<file path="config.mk">
export PLATFORM = sky130hd
export DESIGN_NAME = output_driver_pop_sequencer
export DESIGN_NICKNAME = d
export VERILOG_FILES = /design/src/verilog/pop_seq_pkg.sv /design/src/verilog/output_driver_pop_sequencer.sv
export SDC_FILE = /design/constraint.sdc
export NUM_CORES = 1
export LEC_CHECK = 0
export ABC_AREA = 1
export BUFFER_PORTS_ARGS = -buffer_cell sky130_fd_sc_hd__buf_2
export CAP_MARGIN = 10
export CORE_MARGIN = 2
export CORE_UTILIZATION = 30
export DETAILED_ROUTE_END_ITERATION = 10
export SETUP_SLACK_MARGIN = 0.1
export SLEW_MARGIN = 20
export SYNTH_ARGS = -nofsm -noshare
export SYNTH_HDL_FRONTEND = slang
export SYNTH_SLANG_ARGS = --single-unit
export TNS_END_PERCENT = 30
</file>
<file path="constraint.sdc">
create_clock -name clk -period 4.65 [get_ports clk]
set_clock_uncertainty 0.05 [all_clocks]
set_input_delay 0.2325 -clock clk [delete_from_list [all_inputs] [get_ports clk]]
set_output_delay 0.2325 -clock clk [all_outputs]
set_load 0.03 [all_outputs]
</file>
<file path="src/verilog/pop_seq_pkg.sv">
// constants, register map and state codes of the output driver pop sequencer
package pop_seq_pkg;

   // ------------------------------------------------------------
   // register map
   // ------------------------------------------------------------
   localparam logic [7:0] PAGE_CTRL_OFS = 8'h00;
   localparam logic [7:0] POP_CFG_OFS   = 8'h21;
   localparam logic [7:0] RAMP_WAIT_OFS = 8'h22;
   localparam logic [7:0] SEQ_PAGE      = 8'h01;

   localparam logic [7:0] PAGE_CTRL_RST = 8'h00;
   localparam logic [7:0] POP_CFG_RST   = 8'h3E;
   localparam logic [7:0] RAMP_WAIT_RST = 8'h00;

   // field positions
   localparam int DAC_ORDER_BIT = 7;
   localparam int PON_LSB       = 3;
   localparam int PON_W         = 4;
   localparam int STEP_LSB      = 1;
   localparam int STEP_W        = 2;
   localparam int CM_BIT        = 0;
   localparam int SPKW_LSB      = 4;
   localparam int SPKW_W        = 3;
   localparam int PON_CODES     = 12;

   // ------------------------------------------------------------
   // timing
   // ------------------------------------------------------------
   localparam longint unsigned CLK_MHZ_X10 = 2000;
   localparam longint unsigned OSC_MHZ_X10 = 82;
   localparam int unsigned OSC_DIV = 32'((CLK_MHZ_X10 + OSC_MHZ_X10 / 2) / OSC_MHZ_X10);

   localparam longint unsigned PON_NS [0:11] = '{64'd0, 64'd15300, 64'd153000, 64'd1530000,
      64'd15300000, 64'd76200000, 64'd153000000, 64'd304000000, 64'd610000000,
      64'd1220000000, 64'd3040000000, 64'd6100000000};
   localparam longint unsigned STEP_NS [0:3] = '{64'd0, 64'd980000, 64'd1950000, 64'd3900000};
   localparam longint unsigned SPKW_NS [0:7] = '{64'd0, 64'd3040000, 64'd7620000, 64'd12200000,
      64'd15300000, 64'd19800000, 64'd24400000, 64'd30500000};

   // least time in oscillator ticks, rounded up
   function automatic int unsigned ns_to_ticks(input longint unsigned ns);
      return 32'((ns * OSC_MHZ_X10 + 64'd9999) / 64'd10000);
   endfunction

   localparam int unsigned PON_TICKS [0:11] = '{ns_to_ticks(PON_NS[0]), ns_to_ticks(PON_NS[1]),
      ns_to_ticks(PON_NS[2]), ns_to_ticks(PON_NS[3]), ns_to_ticks(PON_NS[4]), ns_to_ticks(PON_NS[5]),
      ns_to_ticks(PON_NS[6]), ns_to_ticks(PON_NS[7]), ns_to_ticks(PON_NS[8]), ns_to_ticks(PON_NS[9]),
      ns_to_ticks(PON_NS[10]), ns_to_ticks(PON_NS[11])};
   localparam int unsigned STEP_TICKS [0:3] = '{ns_to_ticks(STEP_NS[0]), ns_to_ticks(STEP_NS[1]),
      ns_to_ticks(STEP_NS[2]), ns_to_ticks(STEP_NS[3])};
   localparam int unsigned SPKW_TICKS [0:7] = '{ns_to_ticks(SPKW_NS[0]), ns_to_ticks(SPKW_NS[1]),
      ns_to_ticks(SPKW_NS[2]), ns_to_ticks(SPKW_NS[3]), ns_to_ticks(SPKW_NS[4]), ns_to_ticks(SPKW_NS[5]),
      ns_to_ticks(SPKW_NS[6]), ns_to_ticks(SPKW_NS[7])};

   localparam int GAIN_STEPS = 8;

   typedef enum logic [2:0]
   {
      ST_OFF      = 3'b000,
      ST_SPK_WAIT = 3'b001,
      ST_PON_WAIT = 3'b010,
      ST_RAMP_UP  = 3'b011,
      ST_ON       = 3'b100,
      ST_RAMP_DN  = 3'b101,
      ST_DAC_OFF  = 3'b110
   } seq_state_t;

endpackage
</file>
<file path="src/verilog/output_driver_pop_sequencer.sv">
// power-up / power-down sequencer for headphone and class-d output drivers
// Functional notes
// - four-bit power-on delay code selects none up to 6.1 s, twelve codes.
// - power-on delay code resets to 0111, meaning 304 ms.
// - two-bit ramp step code sets gain step interval 0 to 3.9 ms; reset 11.
// - all delays count internal oscillator ticks, nominal 8.2 MHz, scaling with it.
// - order bit 0: dac powers down together with the amplifiers.
// - order bit 1: dac stays powered until amplifiers finish powering down.
// - three-bit class-d wait code selects none up to 30.5 ms; reset 000.
module output_driver_pop_sequencer
#(
   parameter int unsigned OSC_DIV_P              = pop_seq_pkg::OSC_DIV,
   parameter int          GAIN_STEPS_P           = pop_seq_pkg::GAIN_STEPS,
   parameter int unsigned PON_TICKS_P  [0:11]    = pop_seq_pkg::PON_TICKS,
   parameter int unsigned STEP_TICKS_P [0:3]     = pop_seq_pkg::STEP_TICKS,
   parameter int unsigned SPKW_TICKS_P [0:7]     = pop_seq_pkg::SPKW_TICKS,
   parameter int          GAIN_W                 = $clog2(GAIN_STEPS_P + 1)
)
(
   input  wire logic              clk,                       // 200 MHz system clock
   input  wire logic              resetn,                    // synchronous reset, low
   input  wire logic              reg_wr,                    // register write strobe
   input  wire logic              reg_rd,                    // register read strobe
   input  wire logic [7:0]        reg_addr,                  // register offset in page
   input  wire logic [7:0]        reg_wdata,                 // write data
   output logic      [7:0]        reg_rdata,                 // read data, valid after rd
   input  wire logic              power_up_req,              // start power-up sequence
   input  wire logic              power_down_req,            // start power-down sequence
   output logic                   headphone_amplifiers_on,   // headphone drivers powered
   output logic                   class_d_output_stages_on,  // class-d stages powered
   output logic                   dac_on,                    // dac powered
   output logic      [GAIN_W-1:0] driver_gain,               // current gain step
   output logic                   common_mode_select,        // common-mode source bit
   output logic                   seq_busy                   // sequence in progress
);
   import pop_seq_pkg::*;

   // ------------------------------------------------------------
   // registers
   // ------------------------------------------------------------
   logic [7:0]        page_r;
   logic [7:0]        pop_cfg_r;
   logic [7:0]        ramp_wait_r;
   logic [7:0]        rdata_r;
   logic              on_page;
   logic [PON_W-1:0]  pon_code;
   logic [STEP_W-1:0] step_code;
   logic [SPKW_W-1:0] spkw_code;
   logic              dac_order;

   assign on_page   = (page_r == SEQ_PAGE);
   assign pon_code  = pop_cfg_r[PON_LSB +: PON_W];
   assign step_code = pop_cfg_r[STEP_LSB +: STEP_W];
   assign spkw_code = ramp_wait_r[SPKW_LSB +: SPKW_W];
   assign dac_order = pop_cfg_r[DAC_ORDER_BIT];

   always_ff @(posedge clk)
   begin
      if (!resetn)
      begin
         page_r      <= PAGE_CTRL_RST;
         pop_cfg_r   <= POP_CFG_RST;
         ramp_wait_r <= RAMP_WAIT_RST;
      end
      else if (reg_wr)
      begin
         if (reg_addr == PAGE_CTRL_OFS)
            page_r <= reg_wdata;
         else if (on_page && reg_addr == POP_CFG_OFS)
            pop_cfg_r <= reg_wdata;
         else if (on_page && reg_addr == RAMP_WAIT_OFS)
            ramp_wait_r <= reg_wdata;
      end
   end

   always_ff @(posedge clk)
   begin
      if (!resetn)
         rdata_r <= 8'h00;
      else if (reg_rd)
      begin
         if (reg_addr == PAGE_CTRL_OFS)
            rdata_r <= page_r;
         else if (on_page && reg_addr == POP_CFG_OFS)
            rdata_r <= pop_cfg_r;
         else if (on_page && reg_addr == RAMP_WAIT_OFS)
            rdata_r <= ramp_wait_r;
         else
            rdata_r <= 8'h00;
      end
   end

   // ------------------------------------------------------------
   // oscillator tick divider
   // ------------------------------------------------------------
   logic [31:0] div_r;
   logic        osc_tick;
   logic [31:0] gap_r;

   always_ff @(posedge clk)
   begin
      if (!resetn)
         div_r <= 32'h0;
      else if (div_r >= OSC_DIV_P - 1)
         div_r <= 32'h0;
      else
         div_r <= div_r + 32'h1;
   end
   assign osc_tick = (div_r == OSC_DIV_P - 1);

   always_ff @(posedge clk)
      gap_r <= (!resetn || osc_tick) ? 32'h0 : gap_r + 32'h1;

   // ------------------------------------------------------------
   // sequencer
   // ------------------------------------------------------------
   seq_state_t        state_r;
   logic [31:0]       tick_r;
   logic [GAIN_W-1:0] gain_r;
   logic              hp_on_r;
   logic              cd_on_r;
   logic              dac_on_r;
   logic              dac_late_r;
   logic              busy_r;
   logic              timer_done;
   logic              dn_ok;

   assign timer_done = (tick_r == 32'h0);
   assign dn_ok = power_down_req && (state_r == ST_SPK_WAIT || state_r == ST_PON_WAIT ||
                                     state_r == ST_RAMP_UP || state_r == ST_ON);

   always_ff @(posedge clk)
   begin
      if (!resetn)
      begin
         state_r    <= ST_OFF;
         tick_r     <= 32'h0;
         gain_r     <= '0;
         hp_on_r    <= 1'b0;
         cd_on_r    <= 1'b0;
         dac_on_r   <= 1'b0;
         dac_late_r <= 1'b0;
         busy_r     <= 1'b0;
      end
      else if (dn_ok)
      begin
         state_r    <= ST_RAMP_DN;
         tick_r     <= STEP_TICKS_P[step_code];
         dac_late_r <= dac_order;
         busy_r     <= 1'b1;
         if (!dac_order)
            dac_on_r <= 1'b0;
      end
      else
      begin
         if (!timer_done && osc_tick)
            tick_r <= tick_r - 32'h1;
         case (state_r)
            ST_OFF:
               if (power_up_req)
               begin
                  state_r  <= ST_SPK_WAIT;
                  dac_on_r <= 1'b1;
                  hp_on_r  <= 1'b1;
                  tick_r   <= SPKW_TICKS_P[spkw_code];
                  busy_r   <= 1'b1;
               end
            ST_SPK_WAIT:
               if (timer_done)
               begin
                  state_r <= ST_PON_WAIT;
                  cd_on_r <= 1'b1;
                  tick_r  <= (pon_code < PON_CODES) ? PON_TICKS_P[pon_code] : PON_TICKS_P[PON_CODES-1];
               end
            ST_PON_WAIT:
               if (timer_done)
               begin
                  state_r <= ST_RAMP_UP;
                  tick_r  <= STEP_TICKS_P[step_code];
               end
            ST_RAMP_UP:
               if (gain_r == GAIN_W'(GAIN_STEPS_P))
               begin
                  state_r <= ST_ON;
                  busy_r  <= 1'b0;
               end
               else if (timer_done)
               begin
                  gain_r <= gain_r + GAIN_W'(1);
                  tick_r <= STEP_TICKS_P[step_code];
               end
            ST_ON:
               state_r <= ST_ON;
            ST_RAMP_DN:
               if (gain_r == '0)
               begin
                  state_r <= ST_DAC_OFF;
                  hp_on_r <= 1'b0;
                  cd_on_r <= 1'b0;
               end
               else if (timer_done)
               begin
                  gain_r <= gain_r - GAIN_W'(1);
                  tick_r <= STEP_TICKS_P[step_code];
               end
            ST_DAC_OFF:
            begin
               state_r  <= ST_OFF;
               dac_on_r <= 1'b0;
               busy_r   <= 1'b0;
            end
            default:
            begin
               state_r <= ST_OFF;
               busy_r  <= 1'b0;
            end
         endcase
      end
   end

   assign reg_rdata                = rdata_r;
   assign headphone_amplifiers_on  = hp_on_r;
   assign class_d_output_stages_on = cd_on_r;
   assign dac_on                   = dac_on_r;
   assign driver_gain              = gain_r;
   assign common_mode_select       = pop_cfg_r[CM_BIT];
   assign seq_busy                 = busy_r;

   // ------------------------------------------------------------
   // assertions
   // ------------------------------------------------------------
   property p_reset_codes;
      @(posedge clk) !resetn |=> (pon_code == 4'h7 && step_code == 2'h3 && spkw_code == 3'h0);
   endproperty
   a_reset_codes: assert property (p_reset_codes) else $error("reset codes wrong");

   property p_pon_load;
      @(posedge clk) disable iff (!resetn)
      (state_r == ST_PON_WAIT && $past(state_r) == ST_SPK_WAIT)
         |-> tick_r == PON_TICKS_P[$past(pon_code)];
   endproperty
   a_pon_load: assert property (p_pon_load) else $error("power-on delay count wrong");

   property p_spkw_load;
      @(posedge clk) disable iff (!resetn)
      (state_r == ST_SPK_WAIT && $past(state_r) == ST_OFF) |-> tick_r == SPKW_TICKS_P[$past(spkw_code)];
   endproperty
   a_spkw_load: assert property (p_spkw_load) else $error("class-d wait count wrong");

   property p_step_load;
      @(posedge clk) disable iff (!resetn)
      (state_r == ST_RAMP_UP && gain_r != $past(gain_r)) |-> tick_r == STEP_TICKS_P[$past(step_code)];
   endproperty
   a_step_load: assert property (p_step_load) else $error("ramp step count wrong");

   property p_tick_hold;
      @(posedge clk) disable iff (!resetn)
      osc_tick |-> gap_r == OSC_DIV_P - 1;
   endproperty
   a_tick_hold: assert property (p_tick_hold) else $error("oscillator tick spacing wrong");

   property p_dac_together;
      @(posedge clk) disable iff (!resetn)
      (dn_ok && !dac_order) |=> (!dac_on_r && state_r == ST_RAMP_DN);
   endproperty
   a_dac_together: assert property (p_dac_together) else $error("dac not off with amplifiers");

   property p_dac_late;
      @(posedge clk) disable iff (!resetn)
      (dac_late_r && $fell(hp_on_r)) |-> dac_on_r ##1 !dac_on_r;
   endproperty
   a_dac_late: assert property (p_dac_late) else $error("dac order after amplifiers wrong");

   property p_gain_after_delay;
      @(posedge clk) disable iff (!resetn)
      (gain_r > $past(gain_r)) |-> ($past(state_r) == ST_RAMP_UP && $past(tick_r) == 32'h0);
   endproperty
   a_gain_after_delay: assert property (p_gain_after_delay) else $error("gain stepped early");

endmodule

</file>
==> metrics.csv <==
metric;value;unit
run_status;finished, final reports clean;
rrSetupSlack;2.16;ns
fmax;0.402;GHz
post_cts_setup_buffer_count;0;
design_area;0.00728;mm^2
clock_power_share;20.5;%
holdPathStages;3;
fin_total_pwr;3790;uW
area_growth_syn_to_layout;12.9;%
clock_buffer_count_from_cts;9;
antenna_found_initial;0;
post-synth-top-area-cell;sky130_fd_sc_hd__dfxtp_1;
start_util;30.6;%
timing.critical_path.arrival;2.69;ns
path_max_fanout;11;
timing.final.setup_violations;0;
die_width;151;um
power.sequential.fraction;28.6;%
netlist-cell-type-count;43;
synthTopCellsByArea;sky130_fd_sc_hd__dfxtp_1 33%, sky130_fd_sc_hd__nand2_1 16%, sky130_fd_sc_hd__nor2_1 8.4%;
hold_viol;0;
gp_congestion;1.02;
grt_start_max_net_pins;36;
leading_cell_type_in_the_layout_fill_and_taps_excluded;sky130_fd_sc_hd__nand2_1;
proportion_of_total_power_due_to_net_switching;49.0;%
grt_setup_unrepaired;false;
post_synth_and_or_nand_nor_area_fraction;37.3;%
timing.hold.worst.class;in2reg;
die_height;151;um
clock_latency;0.37;ns
cts_max_level;3;
dr_total_vias;6466;
fill_cells;2358;
crit_cells;15;
cp_common_cell;sky130_fd_sc_hd__nand2_1;
detailedRoute.firstIterationViolations;646;
antenna_cells_inserted;0;
layout.nets;1102;
drive_gt1_share;9.41;%
postRouteAntennaNets;0;
port_buffers;38;
end_kind;flip-flop;
synthesized_instance_count;1004;
synth.cell_area;0.00645;mm^2
yosys.area_share.adder;4.38;%
combinationalPowerShare;50.9;%
largest_family_of_logic_cells_by_synthesized_area;simple AND/OR/NAND/NOR gates;
postCtsResizedCells;0;
min_from;reg_rd;
postSynthAreaPerCell;6.43;um^2
maxSlewViolCount;0;
crit_start;tick_r[0];
power_density;520;mW/mm^2
layout.cells.most_common_list;273 x sky130_fd_sc_hd__nand2_1, 143 x sky130_fd_sc_hd__nor2_1, 107 x sky130_fd_sc_hd__dfxtp_1;
cp_num_buf_inv;2;
cts_tree;yes;
timing.setup.tns;0;ns
postSynthRegisterBits;107;
cell_breakdown_of_the_critical_path;inv_1 -> ha_1 -> inv_1 -> nor2_1 -> nand2_1 -> nor2_1 -> nand2_1 -> nor2_2 -> nor2_1 -> nor2_1 -> nand2_2 -> nand3_1 -> nand2_1 -> nand2_1 -> nand2_1;
postRouteWirelength;18.9;mm
synth_xor_xnor_area_share;3.80;%
finalCriticalPeriod;2.49;ns
cpPeakStageDelay;0.46;ns
synth_enable_flop_cells;0;
asyncSetResetFlopFracSynth;0;%
drt-wirelength-per-cell;14.1;um
p_switching;1850;uW
route.detailed.vias_per_inst;4.83;
total_of_max_cap_violations;0;
synth_compound_area_share;13.0;%
worst-endpoint-required;4.85;ns
row_count;53;
critPathLaunchType;flip-flop;
reg2reg_from;tick_r[0];
synth_top_cell_area_share;33.2;%
total_number_of_yosys_warnings;0;
cts_sinks;107;
dr.pass1.iters;5;
grt-ovfl-total;0;
min_period_over_period;53.5;%
clockRootBuffer;sky130_fd_sc_hd__clkbuf_16;
synth_flop_cell;sky130_fd_sc_hd__dfxtp_1;
vdd.ir_drop.worst;0.232;mV
ctsHoldBuffers;0;
timing.setup.critical_path_class;reg2reg;
synth.area.mux_share;0;%
cell_internal_pwr;1930;uW
seq_area_frac_synth;33.2;%
grt_pass1_wl;30.6;mm
vias_in_the_first_global_route;5912;
dp.final_hpwl;14.7;mm
placement.cell_area;0.00699;mm^2
worst_slew_pin_slew;0.961;ns
clock_pin_slew_reported_for_the_worst_setup_and_hold_paths_after_clock_tree_synthesis;0.08;ns
global_route.usage.total;17.3;%
timing.max_slew.rel_slack;35.7;%
worst_path_max_delay_cell;sky130_fd_sc_hd__nor2_2;
reg2reg_depth;15;
crit_family;simple AND/OR/NAND/NOR gates;
cts.path.max_buffers;2;
drcViolationCount;0;
core;0.0211;mm^2
cellLeakagePower;0.00359;uW
floorplan.die_area;0.0227;mm^2
floorplan.io_pins;39;
-- cells in the mapped netlist, types with 5 or more instances --
cell                       count
sky130_fd_sc_hd__nand2_1     273
sky130_fd_sc_hd__nor2_1      144
sky130_fd_sc_hd__dfxtp_1     107
sky130_fd_sc_hd__inv_1       101
sky130_fd_sc_hd__nand3_1      75
sky130_fd_sc_hd__a21oi_1      64
sky130_fd_sc_hd__o21ai_0      56
sky130_fd_sc_hd__xor2_1       24
sky130_fd_sc_hd__ha_1         21
sky130_fd_sc_hd__nand4_1      14
sky130_fd_sc_hd__nor3_1       13
sky130_fd_sc_hd__clkbuf_1     12
sky130_fd_sc_hd__nor2_2       12
sky130_fd_sc_hd__o211ai_1     11
sky130_fd_sc_hd__inv_2        10
sky130_fd_sc_hd__nor2_4        8
sky130_fd_sc_hd__nand2_2       7
sky130_fd_sc_hd__buf_2         6
sky130_fd_sc_hd__nor4_1        5
-- sequential cells by signal, indices dropped and copies added (netlist names), 3 cells and up --
register	count
div_r	32
driver_gain	4
page_r	8
pop_cfg_r	8
ramp_wait_r	8
reg_rdata	8
state_r	3
tick_r	32
-- routing by layer --
layer	vias to the layer above	track usage [%]	part of all wire (%)
li1	3321	-	-
met1	2915	24.0	48
met2	204	27.6	44
met3	26	2.70	5.2
met4	0	5.14	2.0
met5	-	0	0
-- through the flow --
stage          util, %  cells  setup WS, ns  hold slack (ns)
2_1_floorplan        -   1030          2.85            0.313
3_3_place_gp      33.1   1322          2.19            0.381
3_5_place_dp      33.1   1322          2.22            0.397
4_1_cts           34.5   1338          2.19           0.0702
5_1_grt           34.5   1338          1.85           0.0848
6_report          34.5   1338          2.16           0.0753
-- power groups by stage --
stage | Clock (uW) | Sequential, uW | Combinational, uW
6_report | 776 | 1080 | 1930
5_1_grt | 835 | 1090 | 2140
4_1_cts | 792 | 1080 | 1900
3_5_place_dp | 0 | 1100 | 1880
3_3_place_gp | 0 | 1100 | 1890
2_1_floorplan | 0 | 1100 | 1400
-- worst paths after layout --
| check | endpoint |
|---|---|
| min | reg_rdata[0] |
| min reg2reg | div_r[0] |
| max | tick_r[2] |
| max reg2reg | tick_r[2] |
-- cells by family after synthesis --
logic type,Yosys count
buf+inv,135
fa+ha+maj,22
compound gates,151
simple gates,560
xor+xnor,28
other cells,1
flops,107
-- worst reg2reg max path, cell delays in order, from the launching register on --
cell and delay [ns]:
sky130_fd_sc_hd__dfxtp_1 0.33, sky130_fd_sc_hd__inv_1 0.13, sky130_fd_sc_hd__ha_1 0.20, sky130_fd_sc_hd__inv_1 0.06, sky130_fd_sc_hd__nor2_1 0.08, sky130_fd_sc_hd__nand2_1 0.05
sky130_fd_sc_hd__nor2_1 0.09, sky130_fd_sc_hd__nand2_1 0.09, sky130_fd_sc_hd__nor2_2 0.46, sky130_fd_sc_hd__nor2_1 0.15, sky130_fd_sc_hd__nor2_1 0.26, sky130_fd_sc_hd__nand2_2 0.15
sky130_fd_sc_hd__nand3_1 0.10, sky130_fd_sc_hd__nand2_1 0.05, sky130_fd_sc_hd__nand2_1 0.06, sky130_fd_sc_hd__nand2_1 0.05
-- layout make-up --
type,count,area [um^2],area share (%)
flip-flops and latches,107,2140,29.4
clock inverters,7,67.6,0.928
repair buffers,39,198,2.72
well taps,275,344,4.73
multi-input cells,788,3880,53.3
inverters,113,424,5.83
clock buffers,9,225,3.09
No activity file was read; power rests on OpenSTA's default activity.
